--- src/design/servo_homing_cfg.svh ---
// Constants of the homing and absolute position block: register offsets,
// field positions, reset values and timing counts.
// Assumes a 20 MHz clock and a 32-bit APB register bus.
// Operation
// - Data-setting homing stops motor torque as soon as homing mode is entered.
// - No excess error alarm while in homing mode, whatever the position gap.
// - On return to automatic mode, a large position gap raises the excess error alarm.
// - Without that alarm, the motor is driven until command and actual positions match.
// - Configured torque limit applies only after data-setting homing has completed; the code applies it in every state except ST_DSET.
// - Data-setting homing ignores the proximity sensor completely.
// - Lowest homing method digit equal to D selects data-setting homing.
// - Data-setting homing takes the shaft's present position as home.
// - Sensor homing started on the sensor first backs off, then homes.
// - Started beyond the sensor, move toward home and reverse at a stroke end.
// - While reversing, stop past the sensor front edge and restart homing there.
// - Sensor never found: stop at the stroke end and raise homing failure alarm.
// - Software position limits are not used together with automatic back-off.
// - Changed gear, direction or home data parameters discard home at next power-up.
// - Gear count up to 2000: speed at or above 3076.7 r/min raises counter warning.
// - Absolute position is in-revolution position plus battery-backed revolution count.
// - Defined home position survives power cycles; no homing needed at power-on.
`ifndef SERVO_HOMING_CFG_SVH
`define SERVO_HOMING_CFG_SVH

`define REG_CTRL        8'h00
`define REG_METHOD      8'h04
`define REG_GEAR        8'h08
`define REG_CONFIG      8'h0c
`define REG_HOME_DATA   8'h10
`define REG_LIMITS      8'h14
`define REG_CMD_POS     8'h18
`define REG_SOFT_LIM    8'h1c
`define REG_STATUS      8'h20
`define REG_ABS_POS     8'h24
`define REG_ALARM       8'h28

`define CTRL_START      0
`define CTRL_SOFT_EN    1
`define CTRL_HOME_DIR   2
`define ALM_EXCESS      0
`define ALM_HOME_FAIL   1
`define ALM_COUNTER     2
`define ALM_ERASE       3

`define RST_GEAR        32'h0001_0001
`define RST_TQ_LIM      16'h03e8
`define RST_ERR_LIM     16'h2710
`define METHOD_DATA_SET 4'hd
`define GEAR_CMX_LIMIT  16'h07d0

`define CLK_HZ          64'h0000_0000_0131_2d00
`define SPEED_LIM_X10   64'h0000_0000_0000_782f
`define SEC_PER_MIN     64'h0000_0000_0000_003c
`define REV_MIN_CYCLES  ((`CLK_HZ * `SEC_PER_MIN * 64'h0a) / `SPEED_LIM_X10)

`endif

--- src/design/servo_homing_pkg.sv ---
// Types of the homing and absolute position block.
// Assumes the constants of servo_homing_cfg.svh.
package servo_homing_pkg;

  typedef enum logic [6:0] {
    ST_IDLE = 7'h01,
    ST_DSET = 7'h02,
    ST_BACK = 7'h04,
    ST_SEEK = 7'h08,
    ST_REV  = 7'h10,
    ST_HOME = 7'h20,
    ST_FAIL = 7'h40
  } home_state_t;

  typedef struct packed {
    home_state_t  st;
    logic         start;
    logic         soft_en;
    logic         home_dir;
    logic [15:0]  method;
    logic [31:0]  gear;
    logic         rot_dir;
    logic [31:0]  home_data;
    logic [15:0]  tq_lim;
    logic [15:0]  err_lim;
    logic [31:0]  cmd_pos;
    logic [31:0]  soft_lim;
    logic [31:0]  rdata;
    logic [3:0]   alarm;
    logic         seen;
    logic         powered;
    logic         run;
    logic         dir;
    logic         tq_en;
    logic [15:0]  tq_out;
  } main_state_t;

  typedef struct packed {
    logic [15:0]  revs;
    logic [31:0]  home_off;
    logic         valid;
    logic         dirty;
  } store_state_t;

  typedef struct packed {
    logic [19:0]  cnt;
    logic         seen;
    logic         ovs;
  } speed_state_t;

endpackage

--- src/design/abs_store.sv ---
// Battery-backed part of the absolute position system: revolution count,
// home offset and the flags saying whether home is valid or stale.
// Assumes nbat_rst_i falls only when the backup battery is first fitted.
`timescale 1ns/10ps
module abs_store
  import servo_homing_pkg::*;
(
  input  wire logic        clk_i,        // System clock
  input  wire logic        nbat_rst_i,   // Battery domain reset, active low
  input  wire logic        rev_up_i,     // Encoder wrapped forward
  input  wire logic        rev_down_i,   // Encoder wrapped backward
  input  wire logic        battery_ok_i, // Backup battery healthy
  input  wire logic        set_home_i,   // Take home_off_i as home
  input  wire logic [31:0] home_off_i,   // New home offset
  input  wire logic        mark_dirty_i, // A home-related parameter changed
  input  wire logic        power_up_i,   // First cycle after control reset
  output logic      [15:0] revs_o,       // Cumulative revolutions
  output logic      [31:0] home_off_o,   // Stored home offset
  output logic             home_valid_o, // Home position defined
  output logic             dirty_o       // Discard pending at next power-up
);

  store_state_t s;
  store_state_t next_s;

  always_comb begin
    next_s = s;
    if (rev_up_i && !rev_down_i) next_s.revs = s.revs + 16'h0001;
    if (rev_down_i && !rev_up_i) next_s.revs = s.revs - 16'h0001;
    if (mark_dirty_i) next_s.dirty = 1'b1;
    if (power_up_i && s.dirty) begin
      next_s.valid = 1'b0;
      next_s.dirty = mark_dirty_i;
    end
    if (!battery_ok_i) next_s.valid = 1'b0;
    if (set_home_i) begin
      next_s.home_off = home_off_i;
      next_s.valid    = 1'b1;
    end
  end

  // Not cleared by control reset, so home outlives a power cycle
  always_ff @(posedge clk_i or negedge nbat_rst_i) begin
    if (!nbat_rst_i) s <= '0;
    else s <= next_s;
  end

  assign revs_o       = s.revs;
  assign home_off_o   = s.home_off;
  assign home_valid_o = s.valid;
  assign dirty_o      = s.dirty;

endmodule

--- src/design/servo_homing_abs_position.sv ---
// Top of the homing and absolute position block: APB registers, homing
// sequencer, position error supervision and alarms.
// Assumes all pins synchronous to clk_i; motor drive is run/direction.
`timescale 1ns/10ps
`include "servo_homing_cfg.svh"
module servo_homing_abs_position
  import servo_homing_pkg::*;
#(
  parameter logic [19:0] REV_MIN_CYCLES = 20'(`REV_MIN_CYCLES)
)(
  input  wire logic        clk_i,                       // 20 MHz clock
  input  wire logic        nrst_i,                      // Control reset, active low
  input  wire logic        nbat_rst_i,                  // Battery reset, active low
  input  wire logic        psel_i,                      // APB select
  input  wire logic        penable_i,                   // APB enable
  input  wire logic        pwrite_i,                    // APB write
  input  wire logic [7:0]  paddr_i,                     // APB byte address
  input  wire logic [31:0] pwdata_i,                    // APB write data
  output logic      [31:0] prdata_o,                    // APB read data
  output logic             pready_o,                    // APB ready
  output logic             pslverr_o,                   // APB error
  input  wire logic        operation_mode_select_one_i, // Mode select 1
  input  wire logic        operation_mode_select_two_i, // Mode select 2
  input  wire logic        proximity_sensor_input_i,    // Sensor active high
  input  wire logic        forward_stroke_end_i,        // Forward end reached
  input  wire logic        reverse_stroke_end_i,        // Reverse end reached
  input  wire logic [15:0] enc_pos_in_rev_i,            // Position in revolution
  input  wire logic        enc_rev_up_i,                // Forward wrap pulse
  input  wire logic        enc_rev_down_i,              // Backward wrap pulse
  input  wire logic        battery_ok_i,                // Backup battery healthy
  output logic             torque_enable_o,             // Motor may make torque
  output logic      [15:0] torque_limit_o,              // Applied torque limit
  output logic             drive_run_o,                 // Motor moving
  output logic             drive_dir_o,                 // 1 forward, 0 reverse
  output logic             excess_error_alarm_o,        // Position gap too large
  output logic             homing_failure_alarm_o,      // Sensor never found
  output logic             abs_counter_warning_o,       // Overspeed on counter
  output logic             abs_erase_alarm_o,           // Battery data lost
  output logic             homing_done_o                // Home position valid
);

  main_state_t s;
  main_state_t next_s;

  logic [15:0] revs;
  logic [31:0] home_off;
  logic        home_valid;
  logic        store_dirty;
  logic        set_home;
  logic        mark_dirty;
  logic        overspeed;
  logic        homing_mode;
  logic        data_set;
  logic [31:0] abs_pos;
  logic [31:0] rel_pos;
  logic [31:0] pos_err;
  logic [31:0] err_mag;
  logic [31:0] rel_mag;
  logic        err_big;
  logic        soft_stop;
  logic        end_home_dir;
  logic        end_back_dir;
  logic        wr_en;
  logic        addr_ok;
  logic [31:0] rd_mux;
  logic        auto_run;

  abs_store u_store (
    .clk_i        (clk_i),
    .nbat_rst_i   (nbat_rst_i),
    .rev_up_i     (enc_rev_up_i),
    .rev_down_i   (enc_rev_down_i),
    .battery_ok_i (battery_ok_i),
    .set_home_i   (set_home),
    .home_off_i   (abs_pos - s.home_data),
    .mark_dirty_i (mark_dirty),
    .power_up_i   (!s.powered),
    .revs_o       (revs),
    .home_off_o   (home_off),
    .home_valid_o (home_valid),
    .dirty_o      (store_dirty)
  );

  speed_monitor #(
    .MIN_CYCLES (REV_MIN_CYCLES)
  ) u_speed (
    .clk_i     (clk_i),
    .nrst_i    (nrst_i),
    .rev_evt_i (enc_rev_up_i ^ enc_rev_down_i),
    .enable_i  (s.gear[15:0] <= `GEAR_CMX_LIMIT),
    .ovs_o     (overspeed)
  );

  assign homing_mode  = !operation_mode_select_one_i && !operation_mode_select_two_i;
  assign data_set     = (s.method[3:0] == `METHOD_DATA_SET);
  assign abs_pos      = {revs, enc_pos_in_rev_i};
  assign rel_pos      = abs_pos - home_off;
  assign pos_err      = s.cmd_pos - rel_pos;
  assign err_mag      = pos_err[31] ? (32'h0 - pos_err) : pos_err;
  assign rel_mag      = rel_pos[31] ? (32'h0 - rel_pos) : rel_pos;
  assign err_big      = err_mag > {16'h0000, s.err_lim};
  // Home direction 0 means forward
  assign end_home_dir = s.home_dir ? reverse_stroke_end_i : forward_stroke_end_i;
  assign end_back_dir = s.home_dir ? forward_stroke_end_i : reverse_stroke_end_i;
  // Soft limits only act in automatic mode, never during back-off moves
  assign soft_stop    = s.soft_en && (s.st == ST_IDLE) && !homing_mode
                        && (rel_mag > s.soft_lim);
  assign auto_run     = !homing_mode && home_valid && !s.alarm[`ALM_EXCESS]
                        && !soft_stop && (pos_err != 32'h0);

  assign wr_en = psel_i && penable_i && pwrite_i;

  always_comb begin
    addr_ok = 1'b1;
    rd_mux  = 32'h0;
    case (paddr_i)
      `REG_CTRL:      rd_mux = {29'h0, s.home_dir, s.soft_en, 1'b0};
      `REG_METHOD:    rd_mux = {16'h0, s.method};
      `REG_GEAR:      rd_mux = s.gear;
      `REG_CONFIG:    rd_mux = {31'h0, s.rot_dir};
      `REG_HOME_DATA: rd_mux = s.home_data;
      `REG_LIMITS:    rd_mux = {s.err_lim, s.tq_lim};
      `REG_CMD_POS:   rd_mux = s.cmd_pos;
      `REG_SOFT_LIM:  rd_mux = s.soft_lim;
      `REG_STATUS:    rd_mux = {17'h0, s.st, 1'b0, store_dirty, homing_mode,
                                home_valid, s.alarm};
      `REG_ABS_POS:   rd_mux = rel_pos;
      `REG_ALARM:     rd_mux = {28'h0, s.alarm};
      default:        addr_ok = 1'b0;
    endcase
  end

  always_comb begin
    next_s         = s;
    next_s.start   = 1'b0;
    next_s.powered = 1'b1;
    set_home       = 1'b0;
    mark_dirty     = 1'b0;

    // Read data is captured in the setup cycle so it leaves a flop
    if (psel_i && !penable_i && !pwrite_i) next_s.rdata = rd_mux;

    if (wr_en) begin
      case (paddr_i)
        `REG_CTRL: begin
          next_s.start    = pwdata_i[`CTRL_START];
          next_s.soft_en  = pwdata_i[`CTRL_SOFT_EN];
          next_s.home_dir = pwdata_i[`CTRL_HOME_DIR];
        end
        `REG_METHOD:    next_s.method = pwdata_i[15:0];
        `REG_GEAR: begin
          next_s.gear = pwdata_i;
          mark_dirty  = (pwdata_i != s.gear);
        end
        `REG_CONFIG: begin
          next_s.rot_dir = pwdata_i[0];
          mark_dirty     = (pwdata_i[0] != s.rot_dir);
        end
        `REG_HOME_DATA: begin
          next_s.home_data = pwdata_i;
          mark_dirty       = (pwdata_i != s.home_data);
        end
        `REG_LIMITS: begin
          next_s.tq_lim  = pwdata_i[15:0];
          next_s.err_lim = pwdata_i[31:16];
        end
        `REG_CMD_POS:   next_s.cmd_pos = pwdata_i;
        `REG_SOFT_LIM:  next_s.soft_lim = pwdata_i;
        `REG_ALARM:     next_s.alarm = s.alarm & ~pwdata_i[3:0];
        default:        next_s.alarm = s.alarm;
      endcase
    end

    case (s.st)
      ST_IDLE: begin
        if (homing_mode && data_set) begin
          next_s.st = ST_DSET;
        end else if (homing_mode && s.start) begin
          next_s.seen = proximity_sensor_input_i;
          if (proximity_sensor_input_i) next_s.st = ST_BACK;
          else next_s.st = ST_SEEK;
        end
      end
      ST_DSET: begin
        // Sensor and stroke ends play no part here
        if (!homing_mode) next_s.st = ST_IDLE;
        else if (s.start) set_home = 1'b1;
      end
      ST_BACK: begin
        if (!proximity_sensor_input_i) begin
          next_s.st   = ST_HOME;
          next_s.seen = 1'b0;
        end
      end
      ST_SEEK: begin
        if (proximity_sensor_input_i) begin
          next_s.st   = ST_HOME;
          next_s.seen = 1'b1;
        end else if (end_home_dir) begin
          next_s.st   = ST_REV;
          next_s.seen = 1'b0;
        end
      end
      ST_REV: begin
        if (proximity_sensor_input_i) begin
          next_s.seen = 1'b1;
        end else if (s.seen) begin
          next_s.st   = ST_HOME;
          next_s.seen = 1'b0;
        end else if (end_back_dir) begin
          next_s.st = ST_FAIL;
          next_s.alarm[`ALM_HOME_FAIL] = 1'b1;
        end
      end
      ST_HOME: begin
        if (proximity_sensor_input_i) begin
          next_s.seen = 1'b1;
        end else if (s.seen) begin
          set_home  = 1'b1;
          next_s.st = ST_IDLE;
        end else if (end_home_dir) begin
          next_s.st = ST_FAIL;
          next_s.alarm[`ALM_HOME_FAIL] = 1'b1;
        end
      end
      ST_FAIL:  next_s.st = ST_FAIL;
      default:  next_s.st = ST_IDLE;
    endcase
    if (!homing_mode && (s.st != ST_IDLE)) next_s.st = ST_IDLE;

    // Hardware sets are applied last so they win over a software clear
    if (!homing_mode && err_big) next_s.alarm[`ALM_EXCESS] = 1'b1;
    if (overspeed) next_s.alarm[`ALM_COUNTER] = 1'b1;
    if (!battery_ok_i) next_s.alarm[`ALM_ERASE] = 1'b1;
    if (s.st == ST_REV && next_s.st == ST_FAIL) next_s.alarm[`ALM_HOME_FAIL] = 1'b1;
    if (s.st == ST_HOME && next_s.st == ST_FAIL) next_s.alarm[`ALM_HOME_FAIL] = 1'b1;

    // Drive outputs follow the state being entered
    next_s.tq_en  = (next_s.st != ST_DSET);
    next_s.tq_out = (next_s.st == ST_DSET) ? 16'h0000 : s.tq_lim;
    next_s.run    = 1'b0;
    next_s.dir    = s.dir;
    case (next_s.st)
      ST_BACK: begin
        next_s.run = 1'b1;
        next_s.dir = s.home_dir;
      end
      ST_SEEK, ST_HOME: begin
        next_s.run = 1'b1;
        next_s.dir = !s.home_dir;
      end
      ST_REV: begin
        next_s.run = 1'b1;
        next_s.dir = s.home_dir;
      end
      ST_IDLE: begin
        next_s.run = auto_run && !next_s.alarm[`ALM_EXCESS];
        next_s.dir = !pos_err[31];
      end
      default: next_s.run = 1'b0;
    endcase
  end

  always_ff @(posedge clk_i or negedge nrst_i) begin
    if (!nrst_i) begin
      s <= '{st: ST_IDLE, gear: `RST_GEAR, tq_lim: `RST_TQ_LIM,
             err_lim: `RST_ERR_LIM, default: '0};
    end else begin
      s <= next_s;
    end
  end

  assign prdata_o               = s.rdata;
  assign pready_o               = 1'b1;
  assign pslverr_o              = psel_i && penable_i && !addr_ok;
  assign torque_enable_o        = s.tq_en;
  assign torque_limit_o         = s.tq_out;
  assign drive_run_o            = s.run;
  assign drive_dir_o            = s.dir;
  assign excess_error_alarm_o   = s.alarm[`ALM_EXCESS];
  assign homing_failure_alarm_o = s.alarm[`ALM_HOME_FAIL];
  assign abs_counter_warning_o  = s.alarm[`ALM_COUNTER];
  assign abs_erase_alarm_o      = s.alarm[`ALM_ERASE];
  assign homing_done_o          = home_valid;

  a_torque_off_dset: assert property (@(posedge clk_i) disable iff (!nrst_i)
    (s.st == ST_DSET) |-> (!torque_enable_o && !drive_run_o))
    else $error("torque active in data-setting homing");

  a_no_excess_homing: assert property (@(posedge clk_i) disable iff (!nrst_i)
    (homing_mode && !excess_error_alarm_o) |=> !excess_error_alarm_o)
    else $error("excess error alarm raised in homing mode");

  a_excess_on_exit: assert property (@(posedge clk_i) disable iff (!nrst_i)
    (!homing_mode && err_big) |=> excess_error_alarm_o)
    else $error("large gap in automatic mode without alarm");

  a_drive_to_match: assert property (@(posedge clk_i) disable iff (!nrst_i)
    (s.st == ST_IDLE && auto_run && !err_big && !pos_err[31])
      |=> (drive_run_o && drive_dir_o))
    else $error("motor not driven toward command");

  a_limit_after_home: assert property (@(posedge clk_i) disable iff (!nrst_i)
    $rose(s.st == ST_DSET) |-> (torque_limit_o == 16'h0000))
    else $error("torque limit applied before data-setting homing completed");

  a_backoff_first: assert property (@(posedge clk_i) disable iff (!nrst_i)
    (s.st == ST_IDLE && homing_mode && !data_set && s.start && proximity_sensor_input_i)
      |=> (s.st == ST_BACK) ##0 drive_run_o)
    else $error("no back-off when started on the sensor");

  a_fail_at_end: assert property (@(posedge clk_i) disable iff (!nrst_i)
    (s.st == ST_REV && homing_mode && !s.seen && !proximity_sensor_input_i && end_back_dir)
      |=> (homing_failure_alarm_o && !drive_run_o) [*2])
    else $error("stroke end without sensor did not stop with failure alarm");

  a_discard_home: assert property (@(posedge clk_i) disable iff (!nrst_i)
    (!s.powered && store_dirty && !set_home) |=> !home_valid)
    else $error("stale home kept after power-up");

endmodule

--- src/design/speed_monitor.sv ---
// Overspeed check for the absolute revolution counter: measures cycles
// between revolution wraps and flags an interval that is too short.
// Assumes one wrap pulse per revolution.
`timescale 1ns/10ps
module speed_monitor
  import servo_homing_pkg::*;
#(
  parameter logic [19:0] MIN_CYCLES = 20'h5f38c
)(
  input  wire logic clk_i,     // System clock
  input  wire logic nrst_i,    // Reset, active low
  input  wire logic rev_evt_i, // One revolution completed
  input  wire logic enable_i,  // Check active for this gear range
  output logic      ovs_o      // Overspeed seen, one-cycle pulse
);

  speed_state_t s;
  speed_state_t next_s;

  always_comb begin
    next_s     = s;
    next_s.ovs = 1'b0;
    if (s.cnt != 20'hfffff) next_s.cnt = s.cnt + 20'h00001;
    if (rev_evt_i) begin
      // First wrap after reset has no reference interval
      // Count holds interval minus one, so strict compare means interval <= MIN_CYCLES
      next_s.ovs  = s.seen && enable_i && (s.cnt < MIN_CYCLES);
      next_s.cnt  = 20'h00000;
      next_s.seen = 1'b1;
    end
  end

  always_ff @(posedge clk_i or negedge nrst_i) begin
    if (!nrst_i) s <= '0;
    else s <= next_s;
  end

  assign ovs_o = s.ovs;

endmodule

--- config.mk ---
export PLATFORM = sky130hd
export DESIGN_NAME = servo_homing_abs_position
export DESIGN_NICKNAME = d
export VERILOG_FILES = /design/src/design/servo_homing_pkg.sv /design/src/design/abs_store.sv /design/src/design/servo_homing_abs_position.sv /design/src/design/speed_monitor.sv
export VERILOG_INCLUDE_DIRS = /design/src /design/src/design
export SDC_FILE = /design/constraint.sdc
export NUM_CORES = 1
export LEC_CHECK = 0
export BUFFER_PORTS_ARGS = -buffer_cell sky130_fd_sc_hd__buf_2
export CAP_MARGIN = 10
export CORE_MARGIN = 1.5
export CORE_UTILIZATION = 50
export DETAILED_ROUTE_END_ITERATION = 10
export PLACE_DENSITY = 0.64
export SYNTH_ARGS = -nofsm -noshare
export SYNTH_HDL_FRONTEND = slang
export SYNTH_SLANG_ARGS = --single-unit
--- constraint.sdc ---
create_clock -name clk_i -period 17.64 [get_ports clk_i]
set_clock_uncertainty 0.2 [all_clocks]
set_input_delay 3.528 -clock clk_i [delete_from_list [all_inputs] [get_ports clk_i]]
set_output_delay 3.528 -clock clk_i [all_outputs]
set_load 0.01 [all_outputs]
==> results by group <==
Setup path
  – Crit end category: flop
  – CP arrival: 11.71 ns
  – Critical Path Start Type: primary input
  – Critical path's largest stage delay: 0.55 ns
  – Slowest stage cell on the critical path: or4_1
  – Crit Path Max Fanout: 33
  – Critical Path Most Common Cell: a21oi_1
  – Critical path class: primary input to flop
  – CP required: 17.94 ns

Clock tree
  – Hold buffer count at cts: 0
  – Max clock buf depth: 3
  – Root Buffer: clkbuf_16
  – Worst-path clk slew: 0.06 ns
  – Clk Latency, worst-skew pair: 0.57 ns
  – CTS tree: built
  – TritonCTS Buffers: 39
  – H-tree levels: 2
  – Clk sinks: 316
  – Post-cts sizing count: 0
  – Post-CTS Setup Bufs: 0

GRT
  – Total GRT Usage: 30.71%
  – Antenna violations before repair: 2
  – Overflow after GRT: 0
  – Vias in the first global route: 18,620
  – Largest net degree at the start of global routing: 166
  – Wire length of the first global-routing pass: 111,000 um

Route
  – WL/cell: 23.05 um
  – Drt initial violations: 1,718
  – Vias: 19,380
  – DRT Pass-1 Iters: 7
  – DRT Wirelength: 72,270 um
  – Vias per inst: 6.181
  – DRC: 0
  – Final antenna-violating net count: 0

Pwr
  – Final Power: 0.003787 W
  – Power per standard cell area: 150.3 nW/um^2
  – Static Leak: 11.26 nW
  – Peak supply drop: 0.1096 mV

Placement
  – Place WS: 5.833 ns
  – Post-DP HPWL: 53,770 um
  – Placed cell areas: 23,820 sq um
  – I/O Buffers: 126
  – Placer congestion estimate: 0.9581

Logic synthesis
  – Mapped Cells: 2,451
  – Number of enable flip-flop cells after synthesis: 0
  – Netlist cell types: 101
  – Post-Syn Area: 22,900 sq um
  – Post-synth top area share: 33.00%
  – Syn avg cell area: 9.342 sq um
  – Largest area contributor in the netlist: dfrtp_1
  – Ys Warns: 0
  – Async SR Flop Fraction: 100.0%
  – Ranking of synthesized cells by area: dfrtp_1, mux2_2, ha_1
  – Yosys reg bits: 316
  – Top_reg_cell synth: dfrtp_1
  – Post-synthesis sequential area ratio: 34.61%

Floorplan
  – Die width: 217 um
  – Core footprint: 45,280 sq um
  – Die area: 47,090 sq um
  – Cell Rows: 78
  – DIE HEIGHT: 217 um
  – Io pins: 128
  – Initial Util: 50.57%

Timing
  – Slew @ Worst Pin: 1.100 ns
  – Final worst slack: 6.232 ns
  – Pins over their slew limit: 0
  – Slew margin rel.: 26.49%
  – RSZ-0062 raised after global routing: false
  – Final TNS setup: 0 ns
  – Final Cycle Share: 64.67%
  – Hold Violations, Final: 0
  – # setup viols final: 0
  – Hold slack: 0.2714 ns
  – Max Clk Rate: 0.08766 GHz
  – Minimum clock period: 11.41 ns

Job
  – MaxCap Viol Count: 0

Final layout
  – Footprint of the multi-input gates: 13,640 sq um
  – Finished Cell Area: 25,200 sq um
  – Layout net count: 2,728
  – Share of cells above drive strength 1: 18.22%
  – Synth-to-layout area growth: 10.04%
  – FF/Latch Area: 7925 sq um
  – # fillers: 4,111
  – Antenna diodes: 0

Min path
  – Worst Hold Class: flop to flop

Run status
  – Status: complete, no violations
[worst max-delay path, delay by kind of cell]
family / cells / cell delay [ns]
AO/OA/AOI/OAI: 23 / 4.75
AND/OR/NAND/NOR: 8 / 1.14
adder cells (fa/ha/maj): 4 / 1.10
buffers and inverters: 5 / 0.69
XOR/XNOR: 1 / 0.48
[synthesized netlist by cell type (16+ instances only)]
cell / number
nand4_1: 33
a22oi_1: 38
mux2_2: 181
nand2b_1: 37
mux2i_1: 42
a21o_1: 28
and3_1: 19
o211ai_1: 19
nor2_1: 164
inv_1: 180
xor2_1: 54
o21a_1: 32
a21oi_1: 126
or3_1: 24
a221oi_1: 16
ha_1: 150
nand3_1: 51
a222oi_1: 31
nor3_1: 40
clkbuf_1: 64
o31ai_1: 24
a31oi_1: 17
buf_1: 19
nor2b_1: 28
buf_4: 49
nand2_1: 158
o21ai_0: 109
and2_1: 33
xnor2_1: 123
dfrtp_1: 302
[metal layers]
metal / share of wire (%) / GRT usage (%)
met1: 45 / 43.81
met2: 44 / 47.53
met3: 7.1 / 4.990
met4: 3.0 / 9.861
met5: 0.018 / 0
[per-stage QoR]
stage               utilization (%)  std cells
CTS                           55.64       3135
floorplan                         -       2452
global route                  55.64       3135
detailed placement            52.61       3063
global placement              52.61       3063
finish                        55.64       3135
[cell type report]
| cell class | instances | share of cell area (%) |
|---|---|---|
| well taps | 600 | 2.979 |
| flip-flops and latches | 316 | 31.45 |
| repair buffers | 150 | 3.307 |
| clock buffers | 51 | 4.370 |
| inverters | 180 | 2.681 |
| clock inverters | 21 | 1.087 |
| multi-input cells | 1817 | 54.12 |
[cell families after synthesis]
kind of cell	after synthesis	synth area share (%)
flip-flops	316	34.61
AND/OR/NAND/NOR	664	14.67
multiplexers	223	10.74
AO/OA/AOI/OAI	585	17.80
XOR/XNOR	183	7.284
other	1	0.01638
buffers and inverters	319	6.071
adder cells (fa/ha/maj)	160	8.819
[power breakdown]
| part | total, W | internal (W) | switching, W |
|---|---|---|---|
| Sequential | 0.000826 | 0.000769 | 0.0000573 |
| Clock | 0.000866 | 0.000519 | 0.000346 |
| Combinational | 0.00209 | 0.000861 | 0.00123 |
[placed cells by master, fill, tap and decap left out, types with 19 or more instances in the layout]
cell,synthesis,routed
o31ai_1,24,24
a222oi_1,31,31
nand2b_1,37,37
ha_1,150,150
nand4_1,33,33
buf_2,7,125
nand3_1,51,51
inv_1,180,180
buf_4,49,23
xor2_1,54,54
nor2_1,164,158
a21o_1,28,28
or3_1,24,24
and2_1,33,33
mux2i_1,42,42
a21oi_1,126,125
mux2_2,181,181
dfrtp_1,302,302
a22oi_1,38,38
clkbuf_16,0,39
o211ai_1,19,19
nand2_1,158,158
o21ai_0,109,109
o21a_1,32,32
nor2b_1,28,28
xnor2_1,123,122
and3_1,19,19
nor3_1,40,40
[flip-flops by register name, indices dropped and copies added (netlist names), 16 cells and up]
signal / cells
s: 189
prdata_o: 32
u_store.home_off_o: 32
u_speed.s: 21
torque_limit_o: 16
u_store.revs_o: 16
[worst paths after layout]
check                                             to                               from  slack (ns)  depth (start not counted)
setup / recovery               drive_run_o$_DFF_PN0_                enc_pos_in_rev_i[0]        6.23                         41
hold / removal              u_speed.s[1]$_DFFE_PN0N_           u_speed.s[1]$_DFFE_PN0N_        0.27                          1
setup reg to reg               drive_run_o$_DFF_PN0_  u_store.home_off_o[0]$_DFFE_PN0P_        9.06                         39
hold reg to reg             u_speed.s[1]$_DFFE_PN0N_           u_speed.s[1]$_DFFE_PN0N_        0.27                          1
max in group asynchronous         s[117]$_DFFE_PN0P_                             nrst_i       13.04                          2
min in group asynchronous  u_speed.s[12]$_DFFE_PN0P_                             nrst_i        2.78                          1
Power figures use the tool's default switching activity.
